===== src/logic/tsc_defines.vh =====
`ifndef TSC_DEFINES_VH
`define TSC_DEFINES_VH

// apb register byte offsets of the controller
`define TSC_OFF_CMD        8'h00
`define TSC_OFF_WDATA      8'h04
`define TSC_OFF_RDATA      8'h08
`define TSC_OFF_STAT       8'h0c
`define TSC_OFF_CTRL       8'h10

// stat register bit positions
`define TSC_STAT_BUSY      0
`define TSC_STAT_IRQ       1
`define TSC_STAT_REFUSED   2
`define TSC_STAT_TMR_SET   3
`define TSC_STAT_DONE      4

// command codes of the device
`define TSC_AC_RESET       8'h01
`define TSC_AC_CTRL        8'h30
`define TSC_AC_STATUS      8'h31
`define TSC_AC_FREQ        8'h32
`define TSC_AC_SILENCE     8'h33
`define TSC_AC_TONE1       8'h34
`define TSC_AC_TONE2       8'h35
`define TSC_AC_INTERVAL    8'h36

// device control register fields
`define TSC_CTL_AUDIO      7
`define TSC_CTL_TMR_IE     6
`define TSC_CTL_DEC_IE     5
`define TSC_CTL_SUM        4
`define TSC_CTL_BAND_HI    3
`define TSC_CTL_BAND_LO    2
`define TSC_BAND_BAD       2'b11
`define TSC_CTL_RSVD_MASK  8'hfc

// tone generator 1 word: bits 15 and 14 forced low
`define TSC_TONE1_MASK     16'h3fff

// reset values
`define TSC_RST_WORD16     16'h0000
`define TSC_RST_BYTE       8'h00

// serial clock: period in ns and half period in system clocks
`define TSC_CLK_NS         40
`define TSC_SCLK_NS        320
`define TSC_HALF_CYC       ((`TSC_SCLK_NS / `TSC_CLK_NS) / 2)
`define TSC_GAP_CYC        `TSC_HALF_CYC

`endif


===== src/logic/tsc_byte_shift.v =====
`timescale 1ns/1ns
`include "tsc_defines.vh"

module tsc_byte_shift #(
   parameter HALF = `TSC_HALF_CYC
) (
   input  wire       clk,
   input  wire       resetn,
   input  wire       start,
   input  wire [7:0] tx_byte,
   input  wire       reply_s,
   output reg        sclk_q,
   output reg        cmd_data_q,
   output reg        done_q,
   output reg  [7:0] rx_byte_q,
   output wire       busy
);

   reg  [7:0] tx_q;
   reg  [2:0] bit_q;
   reg  [7:0] ph_q;
   reg        act_q;

   assign busy = act_q;

   ////////////////////////////////////////////////////////////////////////
   // clock low half: data set up, high half: device samples, we sample at end
   always @(posedge clk or negedge resetn) begin
      if (!resetn) begin
         tx_q       <= 8'h00;
         bit_q      <= 3'h0;
         ph_q       <= 8'h00;
         act_q      <= 1'b0;
         sclk_q     <= 1'b1;
         cmd_data_q <= 1'b0;
         done_q     <= 1'b0;
         rx_byte_q  <= 8'h00;
      end else begin
         done_q <= 1'b0;
         if (start && !act_q) begin
            act_q      <= 1'b1;
            tx_q       <= {tx_byte[6:0], 1'b0};
            cmd_data_q <= tx_byte[7];
            bit_q      <= 3'h0;
            ph_q       <= 8'h00;
            sclk_q     <= 1'b0;
         end else if (act_q) begin
            if (ph_q == HALF - 1) begin
               ph_q <= 8'h00;
               if (!sclk_q) begin
                  sclk_q <= 1'b1;
               end else begin
                  // reply sampled late in the high half so the sync delay is covered
                  rx_byte_q <= {rx_byte_q[6:0], reply_s};
                  if (bit_q == 3'h7) begin
                     act_q  <= 1'b0;
                     done_q <= 1'b1;
                  end else begin
                     sclk_q     <= 1'b0;
                     cmd_data_q <= tx_q[7];
                     tx_q       <= {tx_q[6:0], 1'b0};
                     bit_q      <= bit_q + 3'h1;
                  end
               end
            end else begin
               ph_q <= ph_q + 8'h01;
            end
         end
      end
   end

endmodule // tsc_byte_shift


===== src/logic/tsc_host.v =====
// The APB slave port was decided locally.
`timescale 1ns/1ns
`include "tsc_defines.vh"

// How it works
// - first byte after select is the command code, then its data or reply bytes
// - code 30h sends one byte that becomes the device control register
// - code 31h reads one reply byte of device status
// - code 32h reads two reply bytes of frequency measurement
// - code 33h sends one byte for the silence timer setting
// - codes 34h and 35h each send two bytes to tone generators
// - code 36h sends one byte for the interval timer period
// - interval timer must be written before its interrupt is enabled
// - control bits 3:2 pick band; value 11 must never be written
// - each tone generator gets its own separately laid out word
// - tone 1 word: bits 12:0 divider, bit 13 mute, bits 15:14 zero
module tsc_host #(
   parameter HALF = `TSC_HALF_CYC,
   parameter GAP  = `TSC_GAP_CYC
) (
   input  wire        clk,
   input  wire        resetn,
   input  wire        psel,
   input  wire        penable,
   input  wire        pwrite,
   input  wire [7:0]  paddr,
   input  wire [31:0] pwdata,
   output reg  [31:0] prdata,
   output wire        pready,
   output wire        pslverr,
   output wire        sclk,
   output reg         cs_n_q,
   output wire        cmd_data,
   input  wire        reply_data,
   input  wire        irq_n
);

   localparam S_IDLE  = 3'd0;
   localparam S_SEL   = 3'd1;
   localparam S_WAIT  = 3'd2;
   localparam S_DESEL = 3'd3;

   reg  [2:0]  state_q;
   reg  [7:0]  cnt_q;
   reg  [7:0]  code_q;
   reg  [15:0] wdata_q;
   reg  [15:0] rdata_q;
   reg  [7:0]  ctrl_q;
   reg  [1:0]  nbytes_q;
   reg         is_read_q;
   reg  [1:0]  idx_q;
   reg         refused_q;
   reg         done_q;
   reg         tmr_set_q;
   reg         start_q;
   reg  [7:0]  tx_byte;
   reg  [1:0]  rsync_q;
   reg  [1:0]  isync_q;
   reg  [1:0]  len_d;
   reg         rd_d;
   reg         ok_d;
   reg  [15:0] word_d;

   wire        busy = (state_q != S_IDLE);
   wire        acc  = psel && penable;
   wire        wr   = acc && pwrite;
   wire        rd   = acc && !pwrite;
   wire        map  = (paddr == `TSC_OFF_CMD) || (paddr == `TSC_OFF_WDATA) || (paddr == `TSC_OFF_RDATA)
                      || (paddr == `TSC_OFF_STAT) || (paddr == `TSC_OFF_CTRL);
   wire        cmd_wr = wr && (paddr == `TSC_OFF_CMD);
   wire        bad    = !map || (cmd_wr && busy);
   wire        go     = cmd_wr && !busy && ok_d;
   wire        sh_done;
   wire [7:0]  sh_rx;
   wire        irq_s  = !isync_q[1];

   assign pready  = 1'b1;
   assign pslverr = acc && bad;

   ////////////////////////////////////////////////////////////////////////
   // pin synchronisers: first stage read only by the second
   always @(posedge clk or negedge resetn) begin
      if (!resetn) begin
         rsync_q <= 2'b00;
         isync_q <= 2'b11;
      end else begin
         rsync_q <= {rsync_q[0], reply_data};
         isync_q <= {isync_q[0], irq_n};
      end
   end

   ////////////////////////////////////////////////////////////////////////
   // command decode: byte counts and host-side sanitising of the word
   always @* begin
      len_d  = 2'd0;
      rd_d   = 1'b0;
      ok_d   = 1'b1;
      word_d = wdata_q;
      case (pwdata[7:0])
         `TSC_AC_RESET: begin
            len_d = 2'd0;
         end
         `TSC_AC_CTRL: begin
            len_d  = 2'd1;
            word_d = {8'h00, wdata_q[7:0] & `TSC_CTL_RSVD_MASK};
            // band 11 is illegal; timer irq before period written would storm
            if (wdata_q[`TSC_CTL_BAND_HI:`TSC_CTL_BAND_LO] == `TSC_BAND_BAD) begin
               ok_d = 1'b0;
            end
            if (wdata_q[`TSC_CTL_TMR_IE] && !tmr_set_q) begin
               ok_d = 1'b0;
            end
         end
         `TSC_AC_STATUS: begin
            len_d = 2'd1;
            rd_d  = 1'b1;
         end
         `TSC_AC_FREQ: begin
            len_d = 2'd2;
            rd_d  = 1'b1;
         end
         `TSC_AC_SILENCE: begin
            len_d = 2'd1;
         end
         `TSC_AC_TONE1: begin
            len_d  = 2'd2;
            word_d = wdata_q & `TSC_TONE1_MASK;
         end
         `TSC_AC_TONE2: begin
            len_d = 2'd2;
         end
         `TSC_AC_INTERVAL: begin
            len_d = 2'd1;
         end
         default: begin
            ok_d = 1'b0;
         end
      endcase
   end

   ////////////////////////////////////////////////////////////////////////
   // byte to shift for the current index: code, then high byte before low
   always @* begin
      if (idx_q == 2'd0) begin
         tx_byte = code_q;
      end else if (is_read_q) begin
         tx_byte = 8'h00;
      end else if (nbytes_q == 2'd2 && idx_q == 2'd1) begin
         tx_byte = wdata_q[15:8];
      end else begin
         tx_byte = wdata_q[7:0];
      end
   end

   ////////////////////////////////////////////////////////////////////////
   // transfer sequencer and software registers
   always @(posedge clk or negedge resetn) begin
      if (!resetn) begin
         state_q   <= S_IDLE;
         cnt_q     <= 8'h00;
         code_q    <= `TSC_RST_BYTE;
         wdata_q   <= `TSC_RST_WORD16;
         rdata_q   <= `TSC_RST_WORD16;
         ctrl_q    <= `TSC_RST_BYTE;
         nbytes_q  <= 2'd0;
         is_read_q <= 1'b0;
         idx_q     <= 2'd0;
         refused_q <= 1'b0;
         done_q    <= 1'b0;
         tmr_set_q <= 1'b0;
         start_q   <= 1'b0;
         cs_n_q    <= 1'b1;
      end else begin
         start_q <= 1'b0;
         if (wr && paddr == `TSC_OFF_WDATA && !busy) begin
            wdata_q <= pwdata[15:0];
         end
         // sticky flags: a new event wins over a clear in the same cycle
         if (cmd_wr && (busy || !ok_d)) begin
            refused_q <= 1'b1;
         end else if (wr && paddr == `TSC_OFF_STAT && pwdata[`TSC_STAT_REFUSED]) begin
            refused_q <= 1'b0;
         end
         if (state_q == S_DESEL && cnt_q == GAP - 1) begin
            done_q <= 1'b1;
         end else if (go || (wr && paddr == `TSC_OFF_STAT && pwdata[`TSC_STAT_DONE])) begin
            done_q <= 1'b0;
         end
         case (state_q)
            S_IDLE: begin
               if (go) begin
                  code_q    <= pwdata[7:0];
                  wdata_q   <= word_d;
                  nbytes_q  <= len_d;
                  is_read_q <= rd_d;
                  idx_q     <= 2'd0;
                  cnt_q     <= 8'h00;
                  cs_n_q    <= 1'b0;
                  state_q   <= S_SEL;
                  if (rd_d) begin
                     rdata_q <= `TSC_RST_WORD16;
                  end
                  if (pwdata[7:0] == `TSC_AC_CTRL) begin
                     ctrl_q <= word_d[7:0];
                  end
                  if (pwdata[7:0] == `TSC_AC_INTERVAL) begin
                     tmr_set_q <= 1'b1;
                  end else if (pwdata[7:0] == `TSC_AC_RESET) begin
                     tmr_set_q <= 1'b0;
                     ctrl_q    <= `TSC_RST_BYTE;
                  end
               end
            end
            S_SEL: begin
               if (cnt_q == GAP - 1) begin
                  start_q <= 1'b1;
                  state_q <= S_WAIT;
               end else begin
                  cnt_q <= cnt_q + 8'h01;
               end
            end
            S_WAIT: begin
               if (sh_done) begin
                  if (is_read_q && idx_q != 2'd0) begin
                     rdata_q <= {rdata_q[7:0], sh_rx};
                  end
                  if (idx_q == nbytes_q) begin
                     cnt_q   <= 8'h00;
                     cs_n_q  <= 1'b1;
                     state_q <= S_DESEL;
                  end else begin
                     idx_q   <= idx_q + 2'd1;
                     start_q <= 1'b1;
                  end
               end
            end
            S_DESEL: begin
               // keep select high a while so the device sees a clean frame end
               if (cnt_q == GAP - 1) begin
                  state_q <= S_IDLE;
               end else begin
                  cnt_q <= cnt_q + 8'h01;
               end
            end
            default: begin
               state_q <= S_IDLE;
               cs_n_q  <= 1'b1;
            end
         endcase
      end
   end

   ////////////////////////////////////////////////////////////////////////
   // apb read mux; device status bits 0..3 arrive in rdata after a 31h read
   always @* begin
      prdata = 32'h0000_0000;
      case (paddr)
         `TSC_OFF_CMD:   prdata = {24'h000000, code_q};
         `TSC_OFF_WDATA: prdata = {16'h0000, wdata_q};
         `TSC_OFF_RDATA: prdata = {16'h0000, rdata_q};
         `TSC_OFF_STAT:  prdata = {27'h0000000, done_q, tmr_set_q, refused_q, irq_s, busy};
         `TSC_OFF_CTRL:  prdata = {24'h000000, ctrl_q};
         default:        prdata = 32'h0000_0000;
      endcase
   end

   tsc_byte_shift #(
      .HALF (HALF)
   ) u_shift (
      .clk        (clk),
      .resetn     (resetn),
      .start      (start_q),
      .tx_byte    (tx_byte),
      .reply_s    (rsync_q[1]),
      .sclk_q     (sclk),
      .cmd_data_q (cmd_data),
      .done_q     (sh_done),
      .rx_byte_q  (sh_rx),
      .busy       ()
   );

endmodule // tsc_host


===== config.mk =====
export PLATFORM = sky130hd
export DESIGN_NAME = tsc_host
export DESIGN_NICKNAME = d
export VERILOG_FILES = /design/src/logic/tsc_byte_shift.v /design/src/logic/tsc_host.v
export VERILOG_INCLUDE_DIRS = /design/src /design/src/logic
export SDC_FILE = /design/constraint.sdc
export NUM_CORES = 1
export LEC_CHECK = 0
export ABC_AREA = 0
export BUFFER_PORTS_ARGS = -buffer_cell sky130_fd_sc_hd__buf_2
export CAP_MARGIN = 20
export CORE_AREA = 4 4 98 110
export CTS_BUF_LIST = sky130_fd_sc_hd__clkbuf_4 sky130_fd_sc_hd__clkbuf_8 sky130_fd_sc_hd__clkbuf_16
export CTS_CLUSTER_SIZE = 8
export DETAILED_ROUTE_END_ITERATION = 8
export DIE_AREA = 0 0 102 114
export HOLD_SLACK_MARGIN = 0.06
export PLACE_DENSITY = 0.92
export SLEW_MARGIN = 20
export SYNTH_ARGS = -nofsm -noshare
export SYNTH_HDL_FRONTEND = slang
export SYNTH_SLANG_ARGS = --single-unit

===== constraint.sdc =====
create_clock -name clk -period 6.7 [get_ports clk]
set_input_delay 1.005 -clock clk [delete_from_list [all_inputs] [get_ports clk]]
set_output_delay 1.005 -clock clk [all_outputs]
set_load 0.05 [all_outputs]

==> key figures, run 1 <==
Die
  – Die Area: 0.0116 sq mm
  – Die W: 102 microns
  – Total core area: 0.00970 sq mm
  – Initial Util: 0.607
  – Die H: 114 microns
  – # rows: 38
  – # IOs: 84

Setup path
  – CP Capture Type: output pin
  – Critical Path Start Type: input pin
  – RR Startpoint: state_q[0]$_DFFE_PN0P_
  – R2r setup slk: 4.02 ns
  – Critical Path Fanout Max: 16
  – Depth of the worst register-to-register path: 7
  – Reg2reg end: rdata_q[9]$_DFFE_PN0P_
  – Arrival time worst endpoint: 3.32 ns
  – Class of the most critical setup path: in -> out
  – Critical Path End: prdata[0]
  – WP data required: 5.69 ns
  – Crit path from: paddr[5]

Logic synthesis
  – Most frequent cell after synthesis: dfrtp_1
  – #FFs+latches synth: 102
  – Area share of the largest cell type after synthesis: 0.417
  – Post-synth EDFFs: 0
  – Library cells used by synthesis: 67
  – Post-synthesis sequential area ratio: 0.435
  – Area contributors post-synth: dfrtp_1 (42%), mux2_2 (4.8%), mux2i_1 (4.6%), a21oi_1 (3.4%), a22o_1 (3.3%)
  – Post-synthesis cell count: 594
  – Top FF cell, synth: dfrtp_1
  – Async SR Flop Fraction: 1.00
  – Post-Synthesis Cell Area: 0.00588 sq mm
  – Synth top cells by count: dfrtp_1 (98), nand2_1 (47), a21oi_1 (40)
  – Post-synth top area cell: dfrtp_1
  – Yosys synthesis warning count: 0
  – Avg Cell Area, Syn: 9.91 sq um

Clock tree
  – Cts bufs inserted: 9
  – Clock sink count: 102
  – CTS Root Cell: clkbuf_8
  – Htree depth: 3
  – Clock slew at reported path FFs: 0.11 ns
  – Post-cts resize count: 0
  – Hold Buf Count CTS: 0
  – Clk buf depth: 2
  – TritonCTS clock tree: yes
  – Post-CTS Setup Inserts: 0
  – Worst-Skew Late Latency: 0.39 ns

STA
  – Final period utilization: 0.645
  – Post-route minimum period: 4.32 ns
  – Slew Viols, Final: 0
  – RSZ-0062 raised after global routing: no
  – Max_slew headroom: 0.284
  – Worst-Margin Slew: 1.07 ns
  – Achievable frequency: 231 MHz
  – WHS: 0.365 ns
  – Final hold viol count: 0
  – Setup_tns: 0 ns
  – Final Skew: 0.0167 ns
  – Final setup vio count: 0

Cells and area
  – Antenna diodes: 0
  – Final net count: 673
  – Area delta synth->final: 6.10%
  – Proportion of layout cells with a drive suffix above 1: 0.195

Place
  – Placer Congestion: 0.892
  – PortBufs: 50
  – Detailed Place HPWL: 10,300 microns

Drt
  – Met2 Wirelength: 7140 microns
  – 1st-iter DRT viols: 659
  – ANT nets after route: 0
  – Vias: 5,040
  – Highest metal used: met4
  – Routed wire length: 14,800 microns
  – Routed length per instance: 20.0 microns
  – Drt first pass iters: 9
  – DRC viols: 26
  – Met1 wire length: 5700 microns
  – Vias/cell: 6.80
  – Metal3 WL: 1460 microns

Outcome
  – Status: finished with violations
  – Failing checks: DRC

Power and ir drop
  – Peak supply drop: 186 uV
  – Cell area power density: 268 mW/mm^2
  – Static leakage: 0.00283 uW

Global routing
  – Largest net degree at the start of global routing: 64
  – First-pass GRT wire length: 24,300 microns
  – Initial antenna violation count: 0
  – Vias in the first global route: 4,916
  – GR Overflow Total: 0
  – GRT Total Usage: 0.263

Worst hold path
  – HP Class: reg -> reg

Job
  – MaxCap Viol Count: 0
[sequential cells by signal, indices dropped and copies added, names as in the netlist, 2 cells and up]
| register | cells |
|---|---|
| u_shift.ph_q | 8 |
| isync_q | 2 |
| idx_q | 2 |
| code_q | 8 |
| rsync_q | 2 |
| wdata_q | 16 |
| u_shift.rx_byte_q | 8 |
| u_shift.tx_q | 7 |
| u_shift.bit_q | 3 |
| nbytes_q | 2 |
| ctrl_q | 8 |
| cnt_q | 8 |
| rdata_q | 16 |
| state_q | 2 |
[critical path, cell delays in order]
cell      delay [ns]
buf_2           0.10
or4_4           0.55
nor3_1          0.32
and3b_1         0.64
a222oi_1        0.25
o211ai_1        0.13
buf_2           0.30
[layer usage]
layer  vias to the layer above  global-route usage
li1                       2231                   -
met1                      2426               0.343
met2                       325               0.424
met3                        58              0.0636
met4                         0              0.0989
met5                         -                   0
[layout make-up]
class / instances / area (sq um)
Sequential cell: 102 / 2560
Inverter: 13 / 48.8
Multi-Input combinational cell: 437 / 3030
Fill cell: 778 / 3460
Tap cell: 120 / 150
Clock buffer: 11 / 145
Timing Repair Buffer: 53 / 275
Clock inverter: 5 / 33.8
[worst min path at each step]
stage                               startpoint                    to  slack [ns]  cells after the start
after floorplan           rsync_q[0]$_DFF_PN0_  rsync_q[1]$_DFF_PN0_        0.33                      0
after CTS                 isync_q[0]$_DFF_PN1_  isync_q[1]$_DFF_PN1_        0.36                      0
after global routing      isync_q[0]$_DFF_PN1_  isync_q[1]$_DFF_PN1_        0.37                      0
after global placement    rsync_q[0]$_DFF_PN0_  rsync_q[1]$_DFF_PN0_        0.34                      0
final                     isync_q[0]$_DFF_PN1_  isync_q[1]$_DFF_PN1_        0.37                      0
after detailed placement  isync_q[0]$_DFF_PN1_  isync_q[1]$_DFF_PN1_        0.35                      0
[cell usage in the layout (no fill, tap or decap), types with 4 or more instances in the layout]
master / n
conb_1: 17
and3_1: 13
clkbuf_8: 10
nor2_1: 33
nand3_1: 24
a21oi_1: 39
a222oi_1: 8
a31oi_1: 4
nand4_1: 8
nor4_1: 6
o21ai_0: 17
nor3_1: 14
o41ai_1: 5
a22o_1: 22
dfstp_2: 4
dfrtp_1: 98
a211oi_1: 9
a221o_1: 14
nand2_1: 47
mux2_2: 25
ha_1: 10
o31ai_1: 14
nand2b_1: 8
or2_2: 5
o211ai_1: 4
and2_1: 6
buf_4: 4
nor2b_1: 5
buf_2: 49
mux2i_1: 27
inv_1: 12
[power by group]
group	switching, uW	internal, uW	leakage, uW	total (uW)
combinational	380	170	0.00136	550
sequential	66.0	685	0.00137	751
clock	223	150	0.0000891	372
[per-stage QoR]
step | total power [uW] | instance area (sq um) | cells | setup WS [ns] | util
after global routing | 1770 | 6240 | 741 | 2.27 | 0.644
after floorplan | 1170 | 5940 | 609 | 2.83 | -
after global placement | 1270 | 6050 | 725 | 2.47 | 0.624
after detailed placement | 1310 | 6060 | 725 | 2.40 | 0.624
after CTS | 1670 | 6230 | 741 | 2.42 | 0.643
final | 1670 | 6240 | 741 | 2.38 | 0.644
[kinds of logic after synthesis]
kind of cell / synth area share
adders and majority gates: 0.0213
xor gates and xnor gates: 0.00744
AOI/OAI and AO/OA: 0.196
buffers and inverters: 0.0617
DFF: 0.435
and+or+nand+nor: 0.184
muxes: 0.0938
other: 0.00128
No activity file was read; power rests on OpenSTA's default activity.
==> run 2: changes to the inputs <==
- ABC_AREA: 0 -> 1
- CORE_AREA: 4 4 98 110 -> 4 4 106 118
- DIE_AREA: 0 0 102 114 -> 0 0 110 122
- PLACE_DENSITY: 0.92 -> 0.83
- clock period: 6.7 -> 3.6 ns (I/O delays scaled with it)
==> run 2 against run 1 <==
The run now ends clean. Flip-flop and latch count unchanged. Global-route usage fell by 4.7 points. Register-to-register slack got worse by 2.9 ns. Die area is 15% higher. Largest power group unchanged. Sequential share of layout area down 0.57 points. Non-clock buffer count unchanged. First-iteration DRC count decreased by 43%. Final cell count rose by 27%. Core utilization fell by 8.5 points. Combinational power increased by 61%. Wire length fell by 5.2%.
==> key figures, run 2 <==
Outcome
  – Status: complete, no violations

Power and ir drop
  – Peak supply drop: 363 uV
  – Cell area power density: 499 mW/mm^2
  – Static leakage: 0.00332 uW

Cells and area
  – Design area: 0.00633 sq mm
  – Largest regs: rdata_q x16, wdata_q x16
  – Final net count: 842
  – Most common cell after layout, fill and taps aside: nand2_1
  – Most frequent cells in the layout: nand2_1 (201), dfrtp_1 (98), inv_1 (83)
  – Proportion of layout cells with a drive suffix above 1: 0.149
  – Area delta synth->final: 10.6%
  – Post-Route Utilization: 0.558
  – Fin cells: 940
  – Antenna diodes: 0

Clock tree
  – Post-cts resize count: 0
  – Clk buf depth: 2
  – TritonCTS clock tree: yes
  – Clock sink count: 102
  – Worst-Skew Late Latency: 0.35 ns
  – Htree depth: 3
  – Cts bufs inserted: 9
  – Hold Buf Count CTS: 0
  – Post-CTS Setup Inserts: 0
  – CTS Root Cell: clkbuf_16
  – Clock slew at reported path FFs: 0.07 ns

Place
  – Cell Area, Placed: 0.00602 sq mm
  – Placer Congestion: 0.923
  – Placed cells: 924
  – Detailed Place HPWL: 10,400 microns
  – PortBufs: 50

Die
  – Initial Util: 0.505
  – # rows: 41
  – Die Area: 0.0134 sq mm
  – # IOs: 84
  – Total core area: 0.0113 sq mm
  – Die H: 122 microns
  – Die W: 110 microns

Drt
  – 1st-iter DRT viols: 377
  – Drt first pass iters: 6
  – Vias: 5,074
  – DRC viols: 0
  – ANT nets after route: 0
  – Vias/cell: 5.40
  – Routed wire length: 14,000 microns
  – Routed length per instance: 14.9 microns

STA
  – Max_slew headroom: 0.417
  – Final setup vio count: 0
  – Post-route minimum period: 2.85 ns
  – Worst-Margin Slew: 0.875 ns
  – WHS: 0.286 ns
  – Final period utilization: 0.792
  – RSZ-0062 raised after global routing: no
  – Slew Viols, Final: 0
  – Setup_tns: 0 ns
  – Final Skew: 0.0121 ns
  – Achievable frequency: 351 MHz
  – Final hold viol count: 0

Global routing
  – Vias in the first global route: 4,665
  – GR Overflow Total: 0
  – First-pass GRT wire length: 22,500 microns
  – Largest net degree at the start of global routing: 70
  – Initial antenna violation count: 0
  – GRT Total Usage: 0.216

Logic synthesis
  – Post-Synthesis Cell Area: 0.00573 sq mm
  – Post-synth EDFFs: 0
  – Library cells used by synthesis: 43
  – Most frequent cell after synthesis: nand2_1
  – Top FF cell, synth: dfrtp_1
  – Post-synthesis cell count: 739
  – #FFs+latches synth: 102
  – Async SR Flop Fraction: 1.00
  – Yosys synthesis warning count: 0
  – Post-synthesis sequential area ratio: 0.447
  – Area share of the largest cell type after synthesis: 0.428
  – Post-synth top area cell: dfrtp_1
  – Area contributors post-synth: dfrtp_1 (43%), nand2_1 (13%), inv_1 (5.4%), o21ai_0 (5.2%), nand3_1 (4.9%)
  – Synth top cells by count: nand2_1 (201), dfrtp_1 (98), inv_1 (83)
  – Avg Cell Area, Syn: 7.75 sq um

Setup path
  – Critical Path Fanout Max: 8
  – CP Capture Type: output pin
  – Class of the most critical setup path: in -> out
  – Arrival time worst endpoint: 2.31 ns
  – WP data required: 3.06 ns
  – Critical Path Start Type: input pin

Job
  – MaxCap Viol Count: 0

Worst hold path
  – HP Class: in -> async
[run 2: cell types whose count changed in the layout (fill, tap and decap cells not counted), sizes merged, moves of 14 or more]
cell | previous run | this run
nand3 | 25 | 59
nor2 | 35 | 68
nand2 | 47 | 207
a221o | 14 | 0
o21ai | 18 | 70
mux2 | 25 | 8
mux2i | 27 | 0
a21oi | 40 | 22
inv | 13 | 94
a22o | 22 | 2
[run 2: layout make-up]
| type | instances | area [sq um] |
|---|---|---|
| fillers | 1022 | 5010 |
| multi-input cells | 525 | 2640 |
| flip-flops and latches | 102 | 2560 |
| inverters | 94 | 354 |
| repair buffers | 53 | 275 |
| clock buffers | 12 | 260 |
| well taps | 150 | 188 |
| clock inverters | 4 | 53.8 |
[run 2: logic make-up after synthesis]
| family | share of synthesized area |
|---|---|
| compound gates | 0.120 |
| other cells | 0.00131 |
| fa+ha+maj | 0.0219 |
| flops | 0.447 |
| simple gates | 0.287 |
| buf+inv | 0.102 |
| xor+xnor | 0.00612 |
| mux | 0.0157 |
[run 2: worst max-delay path: stages]
cell      delay (ns)
buf_2           0.09
nor2_1          0.15
nand3_2         0.13
inv_2           0.19
nand2_1         0.09
nor3_1          0.45
nand2_1         0.19
o211ai_1        0.16
buf_2           0.31
[run 2: worst paths after layout]
check                      cells after the start                              to                   start  slack (ns)
setup reg to reg                               9            cnt_q[1]$_DFFE_PN0P_  state_q[0]$_DFFE_PN0P_        1.14
min in group clk                               1            isync_q[0]$_DFF_PN1_                   irq_n        0.29
hold reg to reg                                0            rsync_q[1]$_DFF_PN0_    rsync_q[0]$_DFF_PN0_        0.35
setup / recovery                               9                       prdata[2]                paddr[5]        0.75
hold / removal                                 1  u_shift.cmd_data_q$_DFFE_PN0P_                  resetn        0.29
max in group asynchronous                      2              cs_n_q$_DFFE_PN1P_                  resetn        2.44
[run 2: report_power, final]
part           total [uW]  leakage (uW)  internal (uW)  switching, uW
sequential           1260       0.00131           1210           55.2
combinational         887       0.00187            220            667
clock                1010      0.000149            587            424
total                3160       0.00332           2020           1150
[run 2: layer usage]
metal	wire, microns	vias to the layer above	global-route usage
li1	-	2455	-
met1	5700	2366	0.269
met2	6770	204	0.351
met3	1010	49	0.0588
met4	571	0	0.0912
met5	0	-	0
[run 2: stage by stage]
step                      power [uW]  setup slack, ns
after floorplan                 1990            0.904
after global placement          2150            0.817
after detailed placement        2160            0.814
after CTS                       3170            0.800
after global routing            3340            0.614
final                           3160            0.748
==> run 3: changes to the inputs <==
- ABC_AREA: 1 -> 0
- CORE_AREA: 4 4 106 118 -> 4 4 102 113
- DIE_AREA: 0 0 110 122 -> 0 0 106 117
- PLACE_DENSITY: 0.83 -> 0.87
- clock period: 3.6 -> 2.9 ns (I/O delays scaled with it)
==> run 3 against run 2 <==
Sequential share of layout area down 1.1 points. Worst hold slack worse by 0.10 ns. Wire length up 7.3%. Via count down 0.18%. Register-to-register slack worse by 0.59 ns. Final cell count down 17%. Clock power up 24%. Sequential power up 37%. Clock-buffer cell count down 2. Critical path depth down 2. Worst setup slack worse by 0.69 ns. Combinational power up 45%. Critical path type unchanged.
==> key figures, run 3 (synthesized netlist as in run 1, its figures left out) <==
Place
  – Pre-CTS setup slack: 0.0115 ns
  – PortBufs: 50
  – Detailed Place HPWL: 10,700 microns
  – Placer Congestion: 0.919

Drt
  – Routed wire length: 15,100 microns
  – DRC viols: 0
  – Vias: 5,065
  – Highest metal used: met4
  – Met1 wire length: 5880 microns
  – 1st-iter DRT viols: 551
  – ANT nets after route: 0
  – Routed length per instance: 19.4 microns
  – Met2 Wirelength: 7380 microns
  – Vias/cell: 6.52
  – Metal3 WL: 1290 microns
  – Drt first pass iters: 8

Cells and area
  – Antenna diodes: 0
  – Post-Route Utilization: 0.629
  – Proportion of layout cells with a drive suffix above 1: 0.207
  – Area delta synth->final: 10.5%
  – Largest regs: rdata_q x16, wdata_q x16
  – Final net count: 686
  – Most frequent cells in the layout: dfrtp_1 (98), buf_2 (48), nand2_1 (47)
  – Most common cell after layout, fill and taps aside: dfrtp_1

STA
  – Achievable frequency: 352 MHz
  – Max_slew headroom: 0.543
  – Final period utilization: 0.980
  – Worst-Margin Slew: 0.685 ns
  – Final hold viol count: 0
  – Slew Viols, Final: 0
  – Setup_tns: 0 ns
  – Final Skew: 0.00767 ns
  – Final setup vio count: 0
  – RSZ-0062 raised after global routing: no
  – Worst setup slack after layout: 0.0577 ns
  – Post-route minimum period: 2.84 ns

Clock tree
  – TritonCTS clock tree: yes
  – Worst-Skew Late Latency: 0.35 ns
  – Clk buf depth: 2
  – CTS Root Cell: clkbuf_16
  – Htree depth: 3
  – Clock slew at reported path FFs: 0.06 ns
  – Clock sink count: 102
  – Cts bufs inserted: 9

Setup path
  – Critical Path Fanout Max: 9
  – Critical Path Start Type: input pin
  – R2r setup slk: 0.55 ns
  – RR Startpoint: state_q[0]$_DFFE_PN0P_
  – Arrival time worst endpoint: 2.41 ns
  – Crit path from: paddr[5]
  – CP Capture Type: output pin
  – Class of the most critical setup path: in -> out
  – Reg2reg end: rdata_q[11]$_DFFE_PN0P_
  – WP data required: 2.47 ns
  – Depth of the worst register-to-register path: 7

Worst hold path
  – HP Class: in -> reg
  – Hold Startpoint: irq_n
  – WHS Path Cells: 1
  – WHS Endpoint: isync_q[0]$_DFF_PN1_

Die
  – Initial Util: 0.569
  – Total core area: 0.0103 sq mm
  – # rows: 39
  – # IOs: 84
  – Die W: 106 microns
  – Die Area: 0.0124 sq mm
  – Die H: 117 microns

Global routing
  – GR Overflow Total: 0
  – First-pass GRT wire length: 24,700 microns
  – Initial antenna violation count: 0
  – Largest net degree at the start of global routing: 52
  – GRT Total Usage: 0.251
  – Vias in the first global route: 5,004

Job
  – MaxCap Viol Count: 0

Power and ir drop
  – Cell area power density: 658 mW/mm^2
  – Peak supply drop: 427 uV
  – Static leakage: 0.00295 uW

Outcome
  – Status: complete, no violations
-- run 3: changes by cell type in the layout (fill, tap and decap cells not counted), sizes merged, moves of 14 or more --
| cell | previous run | this run |
|---|---|---|
| nand2 | 207 | 47 |
| nor2 | 68 | 35 |
| a21oi | 22 | 40 |
| a22o | 2 | 22 |
| nand3 | 59 | 25 |
| o21ai | 70 | 18 |
| a221o | 0 | 14 |
| inv | 94 | 14 |
| mux2i | 0 | 27 |
| mux2 | 8 | 25 |
-- run 3: cell type report --
class                           count  area [sq um]
Fill cell                         833          3840
Multi-Input combinational cell    437          3020
Sequential cell                   102          2560
Timing Repair Buffer               66           390
Clock buffer                       10           239
Tap cell                          143           179
Clock inverter                      6          67.6
Inverter                           13          48.8
-- run 3: worst max path at each step --
stage	to	slack (ns)	cells past startpoint
floorplan	prdata[2]	0.17	7
global placement	prdata[9]	0.12	7
detailed placement	prdata[10]	0.01	7
CTS	prdata[0]	0.11	7
global route	prdata[10]	0.006	7
finish	prdata[0]	0.06	7
-- run 3: metrics by stage --
stage / area (sq um) / instances / hold WS (ns) / total power [uW]
2_1_floorplan: 5940 / 609 / 0.139 / 2700
4_1_cts: 6500 / 777 / 0.177 / 4280
3_5_place_dp: 6180 / 760 / 0.348 / 3030
5_1_grt: 6500 / 777 / 0.172 / 4500
3_3_place_gp: 6180 / 760 / 0.334 / 2950
6_report: 6500 / 777 / 0.182 / 4280
-- run 3: routing by layer --
| layer | vias to the layer above | track usage |
|---|---|---|
| met5 | - | 0 |
| met4 | 0 | 0.103 |
| met3 | 56 | 0.0603 |
| met2 | 288 | 0.429 |
| met1 | 2461 | 0.309 |
| li1 | 2260 | - |
-- run 3: worst max-delay path, stage by stage --
cell      delay [ns]
buf_2           0.11
or4_4           0.56
nor4_1          0.19
and2_1          0.45
a222oi_1        0.16
o211ai_1        0.20
clkbuf_4        0.30
-- run 3: timing repair --
item | in CTS | in global routing
hold buffers | 1 | 0
pin swaps | 0 | 1
gates resized for setup | 1 | 1
endpoints found under the hold margin | 24 | 0
setup endpoints to repair | 1 | 2
setup buffers | 0 | 0
-- run 3: report_power, final --
group,internal [uW],leakage [uW],switching [uW]
Clock,698,0.000145,556
Combinational,419,0.00143,875
Sequential,1580,0.00137,150
